==> src/hw/sfr_pkg.sv <==
// sfr_pkg: flag positions, reserved layout, reset value and request types
// for the processor flags word block.
// assumes: a single 40 MHz clock domain shared by all users of these types.
package sfr_pkg;

   localparam int unsigned SFR_W       = 32;
   localparam logic [31:0] FLAGS_RESET = 32'h0000_0002;
   // reserved: 1, 3, 5, 15, 22..31
   localparam logic [31:0] RSVD_MASK   = 32'hFFC0_802A;
   localparam logic [31:0] RSVD_ONES   = 32'h0000_0002;
   // bits that the accumulator byte transfer may load: 7, 6, 4, 2, 0
   localparam logic [7:0]  ACC_LOAD_MASK = 8'hD5;

   localparam int unsigned BIT_CARRY  = 0;
   localparam int unsigned BIT_PARITY = 2;
   localparam int unsigned BIT_ADJUST = 4;
   localparam int unsigned BIT_ZERO   = 6;
   localparam int unsigned BIT_SIGN   = 7;
   localparam int unsigned BIT_INT_EN = 9;
   localparam int unsigned BIT_DIR    = 10;
   localparam int unsigned BIT_OVFL   = 11;

   typedef enum logic [2:0] {
      SFR_OP_ADD        = 3'h0,
      SFR_OP_ADD_CARRY  = 3'h1,
      SFR_OP_SUB        = 3'h2,
      SFR_OP_SUB_BORROW = 3'h3,
      SFR_OP_AND        = 3'h4,
      SFR_OP_OR         = 3'h5,
      SFR_OP_XOR        = 3'h6
   } sfr_alu_op_t;

   typedef enum logic [1:0] {
      SFR_SZ_8  = 2'h0,
      SFR_SZ_16 = 2'h1,
      SFR_SZ_32 = 2'h2
   } sfr_size_t;

   typedef enum logic [1:0] {
      SFR_CARRY_NONE  = 2'h0,
      SFR_CARRY_SET   = 2'h1,
      SFR_CARRY_CLEAR = 2'h2,
      SFR_CARRY_CPL   = 2'h3
   } sfr_carry_cmd_t;

   typedef enum logic [1:0] {
      SFR_BT_TEST  = 2'h0,
      SFR_BT_SET   = 2'h1,
      SFR_BT_RESET = 2'h2,
      SFR_BT_CPL   = 2'h3
   } sfr_bt_kind_t;

   typedef enum logic [2:0] {
      SFR_GRP_NONE      = 3'h0,
      SFR_GRP_LOAD_ACC  = 3'h1,
      SFR_GRP_STORE_ACC = 3'h2,
      SFR_GRP_PUSH16    = 3'h3,
      SFR_GRP_PUSH32    = 3'h4,
      SFR_GRP_POP16     = 3'h5,
      SFR_GRP_POP32     = 3'h6
   } sfr_grp_op_t;

   typedef struct packed {
      logic        valid;
      sfr_alu_op_t op;
      sfr_size_t   size;
      logic [31:0] a;
      logic [31:0] b;
   } sfr_alu_req_t;

   typedef struct packed {
      logic         valid;
      sfr_bt_kind_t kind;
      logic [4:0]   index;
      logic [31:0]  operand;
   } sfr_bt_req_t;

   typedef struct packed {
      logic [31:0] result;
      logic        carry;
      logic        parity;
      logic        adjust;
      logic        zero;
      logic        sign;
      logic        ovfl;
   } sfr_alu_res_t;

endpackage

==> src/hw/sfr_flags.sv <==
// sfr_flags: processor flags word, status flag generation, group transfers,
// task and interrupt save/restore, condition evaluation.
// assumes: the execution core issues at most one request of each group per
// cycle; the init pin is asynchronous; rst_b is the hardware reset.
//
// Operation
// - reset or init loads 00000002h
// - reserved bits fixed, bit1 one, others zero
// - no whole-word access; only group transfers
// - task suspend stores flags to save area
// - task switch reloads flags from save area
// - handler call pushes flags onto stack
// - handler via task saves to save area
// - carry flag from carry/borrow out top
// - parity flag on even ones, low byte
// - adjust flag on carry/borrow from bit3
// - zero flag when result is zero
// - sign flag copies result top bit
// - overflow flag on signed range overflow
// - only carry set/clear/complement directly
// - bit-test copies selected bit into carry
// - carry feeds add-carry and subtract-borrow
// - condition codes evaluate status flags
// - direction flag bit10 steps strings down
// - interrupt enable bit9 gates maskable interrupts
`timescale 1ns/1ps

module sfr_flags
   import sfr_pkg::*;
#(
   parameter int unsigned DATA_W = SFR_W
) (
   // clock and reset
   input  wire logic           clk,
   input  wire logic           rst_b,
   input  wire logic           init_pin,
   // arithmetic
   input  wire sfr_alu_req_t   alu_req,
   output logic [31:0]         alu_result_ff,
   // direct carry and bit test
   input  wire sfr_carry_cmd_t carry_cmd,
   input  wire sfr_bt_req_t    bt_req,
   output logic [31:0]         bt_operand_ff,
   // control flag commands
   input  wire logic           dir_set,
   input  wire logic           dir_clear,
   input  wire logic           int_en_set,
   input  wire logic           int_en_clear,
   // group transfers
   input  wire sfr_grp_op_t    grp_op,
   input  wire logic [31:0]    grp_data_in,
   output logic [7:0]          acc_byte_ff,
   output logic                stack_push_valid_ff,
   output logic [31:0]         stack_push_data_ff,
   // task and interrupt
   input  wire logic           task_suspend_req,
   input  wire logic           task_load_req,
   input  wire logic [31:0]    task_load_data,
   input  wire logic           int_entry_req,
   input  wire logic           int_via_task,
   output logic                task_save_valid_ff,
   output logic [31:0]         task_save_data_ff,
   // condition
   input  wire logic [3:0]     cond_code,
   output logic                cond_true,
   // state
   output logic [31:0]         flags_word,
   output logic                dir_step_down,
   output logic                int_enable
);

   initial begin
      if (DATA_W != 32) begin
         $error("sfr_flags: only a 32-bit flags word is supported");
      end
   end

   logic [31:0] flags_ff;
   logic [31:0] nxt_flags;
   logic        init_meta_ff;
   logic        init_sync_ff;
   sfr_alu_res_t alu_res;

   function automatic logic [31:0] fix_reserved(input logic [31:0] v);
      fix_reserved = (v & ~RSVD_MASK) | RSVD_ONES;
   endfunction

   function automatic logic [31:0] size_mask(input sfr_size_t sz);
      case (sz)
         SFR_SZ_8:  size_mask = 32'h0000_00FF;
         SFR_SZ_16: size_mask = 32'h0000_FFFF;
         default:   size_mask = 32'hFFFF_FFFF;
      endcase
   endfunction

   function automatic logic top_bit(input logic [32:0] v, input sfr_size_t sz);
      case (sz)
         SFR_SZ_8:  top_bit = v[7];
         SFR_SZ_16: top_bit = v[15];
         default:   top_bit = v[31];
      endcase
   endfunction

   function automatic logic carry_bit(input logic [32:0] v, input sfr_size_t sz);
      case (sz)
         SFR_SZ_8:  carry_bit = v[8];
         SFR_SZ_16: carry_bit = v[16];
         default:   carry_bit = v[32];
      endcase
   endfunction

   function automatic sfr_alu_res_t alu_eval(input sfr_alu_req_t rq, input logic cin);
      logic [32:0] am;
      logic [32:0] bm;
      logic [32:0] s;
      logic        sa;
      logic        sb;
      logic        sr;
      am = {1'b0, rq.a & size_mask(rq.size)};
      bm = {1'b0, rq.b & size_mask(rq.size)};
      s = 33'h0_0000_0000;
      alu_eval = '0;
      sa = top_bit(am, rq.size);
      sb = top_bit(bm, rq.size);
      case (rq.op)
         SFR_OP_ADD, SFR_OP_ADD_CARRY: begin
            // carry in only for the chaining add
            s = am + bm + {32'h0000_0000, cin & (rq.op == SFR_OP_ADD_CARRY)};
            alu_eval.carry = carry_bit(s, rq.size);
         end
         SFR_OP_SUB, SFR_OP_SUB_BORROW: begin
            s = am - bm - {32'h0000_0000, cin & (rq.op == SFR_OP_SUB_BORROW)};
            // masked operands: any borrow wraps through bit 32
            alu_eval.carry = s[32];
         end
         SFR_OP_AND: s = am & bm;
         SFR_OP_OR:  s = am | bm;
         default:    s = am ^ bm;
      endcase
      alu_eval.result = s[31:0] & size_mask(rq.size);
      sr = top_bit(s, rq.size);
      if (rq.op <= SFR_OP_SUB_BORROW) begin
         alu_eval.adjust = am[4] ^ bm[4] ^ s[4];
      end
      if (rq.op <= SFR_OP_ADD_CARRY) begin
         alu_eval.ovfl = (sa == sb) && (sr != sa);
      end else if (rq.op <= SFR_OP_SUB_BORROW) begin
         alu_eval.ovfl = (sa != sb) && (sr != sa);
      end
      alu_eval.parity = ~^alu_eval.result[7:0];
      alu_eval.zero   = (alu_eval.result == 32'h0000_0000);
      alu_eval.sign   = sr;
   endfunction

   function automatic logic cond_eval(input logic [3:0] cc, input logic [31:0] f);
      logic c;
      case (cc[3:1])
         3'h0: c = f[BIT_OVFL];
         3'h1: c = f[BIT_CARRY];
         3'h2: c = f[BIT_ZERO];
         3'h3: c = f[BIT_CARRY] | f[BIT_ZERO];
         3'h4: c = f[BIT_SIGN];
         3'h5: c = f[BIT_PARITY];
         3'h6: c = f[BIT_SIGN] ^ f[BIT_OVFL];
         default: c = (f[BIT_SIGN] ^ f[BIT_OVFL]) | f[BIT_ZERO];
      endcase
      // odd codes are the negated forms
      cond_eval = c ^ cc[0];
   endfunction

   assign alu_res = alu_eval(alu_req, flags_ff[BIT_CARRY]);

   // init pin crosses into clk domain
   always_ff @(posedge clk or negedge rst_b) begin
      if (!rst_b) begin
         init_meta_ff <= 1'b0;
         init_sync_ff <= 1'b0;
      end else begin
         init_meta_ff <= init_pin;
         init_sync_ff <= init_meta_ff;
      end
   end

   // one status update source per cycle, direction/interrupt commands alongside; restores beat both
   always_comb begin
      nxt_flags = flags_ff;
      if (task_load_req) begin
         nxt_flags = task_load_data;
      end else if (grp_op == SFR_GRP_POP32) begin
         nxt_flags = grp_data_in;
      end else if (grp_op == SFR_GRP_POP16) begin
         nxt_flags[15:0] = grp_data_in[15:0];
      end else begin
         if (grp_op == SFR_GRP_STORE_ACC) begin
            nxt_flags[7:0] = (flags_ff[7:0] & ~ACC_LOAD_MASK)
                           | (grp_data_in[7:0] & ACC_LOAD_MASK);
         end else if (alu_req.valid) begin
            // all six commit together
            nxt_flags[BIT_CARRY]  = alu_res.carry;
            nxt_flags[BIT_PARITY] = alu_res.parity;
            nxt_flags[BIT_ADJUST] = alu_res.adjust;
            nxt_flags[BIT_ZERO]   = alu_res.zero;
            nxt_flags[BIT_SIGN]   = alu_res.sign;
            nxt_flags[BIT_OVFL]   = alu_res.ovfl;
         end else if (bt_req.valid) begin
            nxt_flags[BIT_CARRY] = bt_req.operand[bt_req.index];
         end else begin
            case (carry_cmd)
               SFR_CARRY_SET:   nxt_flags[BIT_CARRY] = 1'b1;
               SFR_CARRY_CLEAR: nxt_flags[BIT_CARRY] = 1'b0;
               SFR_CARRY_CPL:   nxt_flags[BIT_CARRY] = ~flags_ff[BIT_CARRY];
               default:         nxt_flags[BIT_CARRY] = flags_ff[BIT_CARRY];
            endcase
         end
         // clear wins if both are asked at once
         if (dir_clear) begin
            nxt_flags[BIT_DIR] = 1'b0;
         end else if (dir_set) begin
            nxt_flags[BIT_DIR] = 1'b1;
         end
         if (int_en_clear) begin
            nxt_flags[BIT_INT_EN] = 1'b0;
         end else if (int_en_set) begin
            nxt_flags[BIT_INT_EN] = 1'b1;
         end
      end
      // software may write anything; reserved bits never take it
      nxt_flags = fix_reserved(nxt_flags);
   end

   always_ff @(posedge clk or negedge rst_b) begin
      if (!rst_b) begin
         flags_ff <= FLAGS_RESET;
      end else if (init_sync_ff) begin
         flags_ff <= FLAGS_RESET;
      end else begin
         flags_ff <= nxt_flags;
      end
   end

   // datapath results
   always_ff @(posedge clk or negedge rst_b) begin
      if (!rst_b) begin
         alu_result_ff <= 32'h0000_0000;
         bt_operand_ff <= 32'h0000_0000;
      end else begin
         if (alu_req.valid) begin
            alu_result_ff <= alu_res.result;
         end
         if (bt_req.valid) begin
            case (bt_req.kind)
               SFR_BT_SET:   bt_operand_ff <= bt_req.operand | (32'h1 << bt_req.index);
               SFR_BT_RESET: bt_operand_ff <= bt_req.operand & ~(32'h1 << bt_req.index);
               SFR_BT_CPL:   bt_operand_ff <= bt_req.operand ^ (32'h1 << bt_req.index);
               default:      bt_operand_ff <= bt_req.operand;
            endcase
         end
      end
   end

   // outgoing copies use the value held before this cycle's update
   always_ff @(posedge clk or negedge rst_b) begin
      if (!rst_b) begin
         acc_byte_ff         <= 8'h02;
         stack_push_valid_ff <= 1'b0;
         stack_push_data_ff  <= 32'h0000_0000;
      end else begin
         if (grp_op == SFR_GRP_LOAD_ACC) begin
            acc_byte_ff <= flags_ff[7:0];
         end
         stack_push_valid_ff <= 1'b0;
         if (int_entry_req && !int_via_task) begin
            stack_push_valid_ff <= 1'b1;
            stack_push_data_ff  <= flags_ff;
         end else if (grp_op == SFR_GRP_PUSH32) begin
            stack_push_valid_ff <= 1'b1;
            stack_push_data_ff  <= flags_ff;
         end else if (grp_op == SFR_GRP_PUSH16) begin
            stack_push_valid_ff <= 1'b1;
            stack_push_data_ff  <= {16'h0000, flags_ff[15:0]};
         end
      end
   end

   always_ff @(posedge clk or negedge rst_b) begin
      if (!rst_b) begin
         task_save_valid_ff <= 1'b0;
         task_save_data_ff  <= 32'h0000_0000;
      end else begin
         task_save_valid_ff <= 1'b0;
         if (task_suspend_req || (int_entry_req && int_via_task)) begin
            task_save_valid_ff <= 1'b1;
            task_save_data_ff  <= flags_ff;
         end
      end
   end

   assign cond_true     = cond_eval(cond_code, flags_ff);
   assign flags_word    = flags_ff;
   assign dir_step_down = flags_ff[BIT_DIR];
   assign int_enable    = flags_ff[BIT_INT_EN];

endmodule

==> config.mk <==
export PLATFORM = sky130hd
export DESIGN_NAME = sfr_flags
export DESIGN_NICKNAME = d
export VERILOG_FILES = /design/src/hw/sfr_pkg.sv /design/src/hw/sfr_flags.sv
export SDC_FILE = /design/constraint.sdc
export NUM_CORES = 1
export LEC_CHECK = 0
export BUFFER_PORTS_ARGS = -buffer_cell sky130_fd_sc_hd__buf_2
export CAP_MARGIN = 20
export CORE_MARGIN = 2
export CORE_UTILIZATION = 35
export CTS_CLUSTER_SIZE = 14
export DETAILED_ROUTE_END_ITERATION = 10
export SYNTH_ARGS = -nofsm -noshare
export SYNTH_HDL_FRONTEND = slang
export SYNTH_SLANG_ARGS = --single-unit
==> constraint.sdc <==
create_clock -name clk -period 3.9 [get_ports clk]
set_input_delay 0.39 -clock clk [delete_from_list [all_inputs] [get_ports clk]]
set_output_delay 0.39 -clock clk [all_outputs]
set_load 0.02 [all_outputs]
==> reports/metrics.yaml <==
status:
  status: "finished with violations"
  violations: "negative setup slack"
timing:
  period_needed_ps: 4650
  fin_crit_sh_pct: 119
  rsz0062_at_grt: "true"
  maxSlewHeadroom_pct: 40.3
  finalHoldViolations: 0
  hold_ws_ps: 0.153
  setup_viol: 17
  worst_pin_slew_ps: 893
  timing.fmax_ghz: 0.215
  clock_skew_ps: 9.80
  final.setup.tns_ps: -3110
  timing.final.ws_setup_ps: -753
  slew_violations: 0
clocking:
  tritoncts: "yes"
  clk_path_buf_depth: 2
  insertion_delay_ps: 430
  path_clk_slew_ps: 70
  cts_made_buffers: 17
  clock_sinks: 129
  h-tree-depth: 4
  cts_root_buf: "clkbuf_16"
die:
  coreArea_mm2: 0.0409
  dieArea_mm2: 0.0433
  pin_count: 367
  start_util_pct: 35.6
  placementRows: 74
  die_w_um: 208
  die_y_um: 208
drt:
  postRouteAntennaNets: 0
  vias: 14900
  wl_per_cell_um: 18.9
  wl_mm: 53.1
  viasPerCell: 5.29
  drcViolationCount: 0
  drt_first_pass_iters: 5
  drt-initial-drc-count: 1008
critical_path:
  critPathLaunchType: "flip-flop"
  r2r_start: "flags_word[0]"
  r2r_slack_ps: -750
  required_ps: 4240
  crit_type: "reg2reg"
  cp.arrival_ps: 4990
  r2r-end: "flags_word[6]"
  critPathCaptureType: "flip-flop"
  reg2regPathDepth: 20
  critical_path.max_fanout: 2
grt:
  grt_pass1_wl_mm: 82.3
  overflow: 0
  antenna_found_initial: 6
  grt_max_degree: 86
  grt_pass1_vias: 14700
  grtUsageTotal_pct: 23.9
pwr:
  power_mw: 6.51
  p_leak_nw: 10.0
  ir_worst_vdd_mv: 0.296
  power_density_mw_per_mm2: 331
synth:
  synth_top_area_share_pct: 22.2
  synth_ff_type: "dfrtp_1"
  synth-warning-count: 0
  syn_inst: 1736
  synth-async-reset-ratio_pct: 100
  yosysTopAreaCell: "dfrtp_1"
  synthTopCellsByArea: "dfrtp_1, ha_1, mux4_2"
  syn_area_per_cell_um2: 8.39
  ys_types: 80
  syn_area_mm2: 0.0146
  synth-edff-count: 0
  ys_ff_latch: 129
  seq_area_frac_synth_pct: 22.2
place:
  portBuffers: 295
  dpl.cell_count: 2759
  globalplace.congestion: 0.932
  hpwlAfterDp_mm: 42.3
final_layout:
  drive_above_1_share_pct: 37.7
  syn_to_final_growth_pct: 35.0
  mostFrequentLayoutCells: "buf_4, buf_2, inv_1"
  multi_input_area_mm2: 0.0105
  fin_nets: 2654
  seq_area_mm2: 0.00323
  nFillCells: 4003
  layout_commonest_cell: "buf_4"
  final_cells: 2810
flow_run:
  cap_violations: 0
min_path:
  min_path_type: "in2async"
[worst max-delay path by stage]
stage / startpoint / endpoint / slack, ps / cells past startpoint
floorplan: alu_req[66] / flags_word[6] / -990 / 25
global placement: alu_req[67] / flags_word[6] / -1230 / 25
detailed placement: alu_req[67] / flags_word[6] / -1350 / 25
CTS: flags_word[0] / flags_word[6] / -770 / 20
global route: flags_word[0] / flags_word[6] / -1020 / 20
finish: flags_word[0] / flags_word[6] / -750 / 20
[registers in the layout, indices dropped and copies added, names as in the netlist]
signal / count
acc_byte_ff: 5
alu_result_ff: 32
bt_operand_ff: 32
flags_word: 18
init_meta_ff: 1
init_sync_ff: 1
stack_push_data_ff: 19
stack_push_valid_ff: 1
task_save_data_ff: 19
task_save_valid_ff: 1
[cells in the mapped netlist, drive strengths merged (7+ instances only)]
master,instances
and2,7
nand4,19
and4,8
nand3,11
o22ai,10
mux2,85
a221oi,10
nor3,21
a211oi,20
ha,196
o21bai,7
nand2,194
mux4,44
o21a,7
o211ai,14
o21ai,88
o31ai,10
nor2,114
nand2b,15
mux2i,27
xor2,19
clkbuf,78
nor2b,10
a21o,28
a22oi,7
buf,72
a31oi,22
dfrtp,129
inv,199
a21oi,130
and3,8
xnor2,26
[timing repair]
item | in CTS | in global routing
gates resized for setup | 29 | 54
endpoints found under the setup margin | 17 | 24
hold buffers | 0 | 0
buffers inserted | 7 | 14
pin swaps | 13 | 37
[critical path, cell delays in order (launching register included)]
cell	delay [ps]
dfrtp_1	420
and3_4	200
fa_1	580
ha_2	220
nor2_4	50
fa_2	380
nor3b_4	170
o21ai_2	130
xnor2_1	130
o21ai_1	90
a22oi_2	280
ha_4	160
nand3b_1	80
nor3_2	160
o211ai_1	130
a2111o_1	350
a2111oi_4	260
o2111ai_2	190
nor4_2	230
nand4b_1	170
o31ai_2	200
[area by class of cell]
cell class	count	area share (%)
clock buffer	17	2.16
sequential	129	16.4
timing repair buffer	614	20.0
tap	532	3.39
antenna	5	0.0636
multi-input combinational	1298	53.3
clock inverter	15	0.891
inverter	200	3.82
[routing by layer]
layer / global-route usage (%) / share of wire, % / routed length [um] / vias up
li1: - / - / - / 7060
met1: 31.7 / 43 / 22700 / 7183
met2: 39.1 / 47 / 25000 / 516
met3: 4.14 / 6.6 / 3500 / 100
met4: 8.19 / 3.5 / 1840 / 2
met5: 0 / 0.021 / 11 / -
[report_power, final]
group / switching, mW / internal [mW]
sequential: 0.125 / 1.53
clock: 0.682 / 0.962
combinational: 1.78 / 1.44
total: 2.58 / 3.93
[stage by stage]
stage               area (um^2)  setup WS, ps  util [%]
global route              19700         -1020      48.0
floorplan                 14800          -990         -
detailed placement        18500         -1350      45.2
finish                    19700          -753      48.0
global placement          18500         -1230      45.2
CTS                       19300          -767      47.1
[logic make-up after synthesis]
group | share of synthesized area [%]
other cells | 0.0516
flops | 22.2
xor+xnor | 2.71
fa+ha+maj | 17.4
buf+inv | 10.3
compound gates | 18.6
simple gates | 13.5
mux | 15.2
Power figures use the tool's default switching activity.
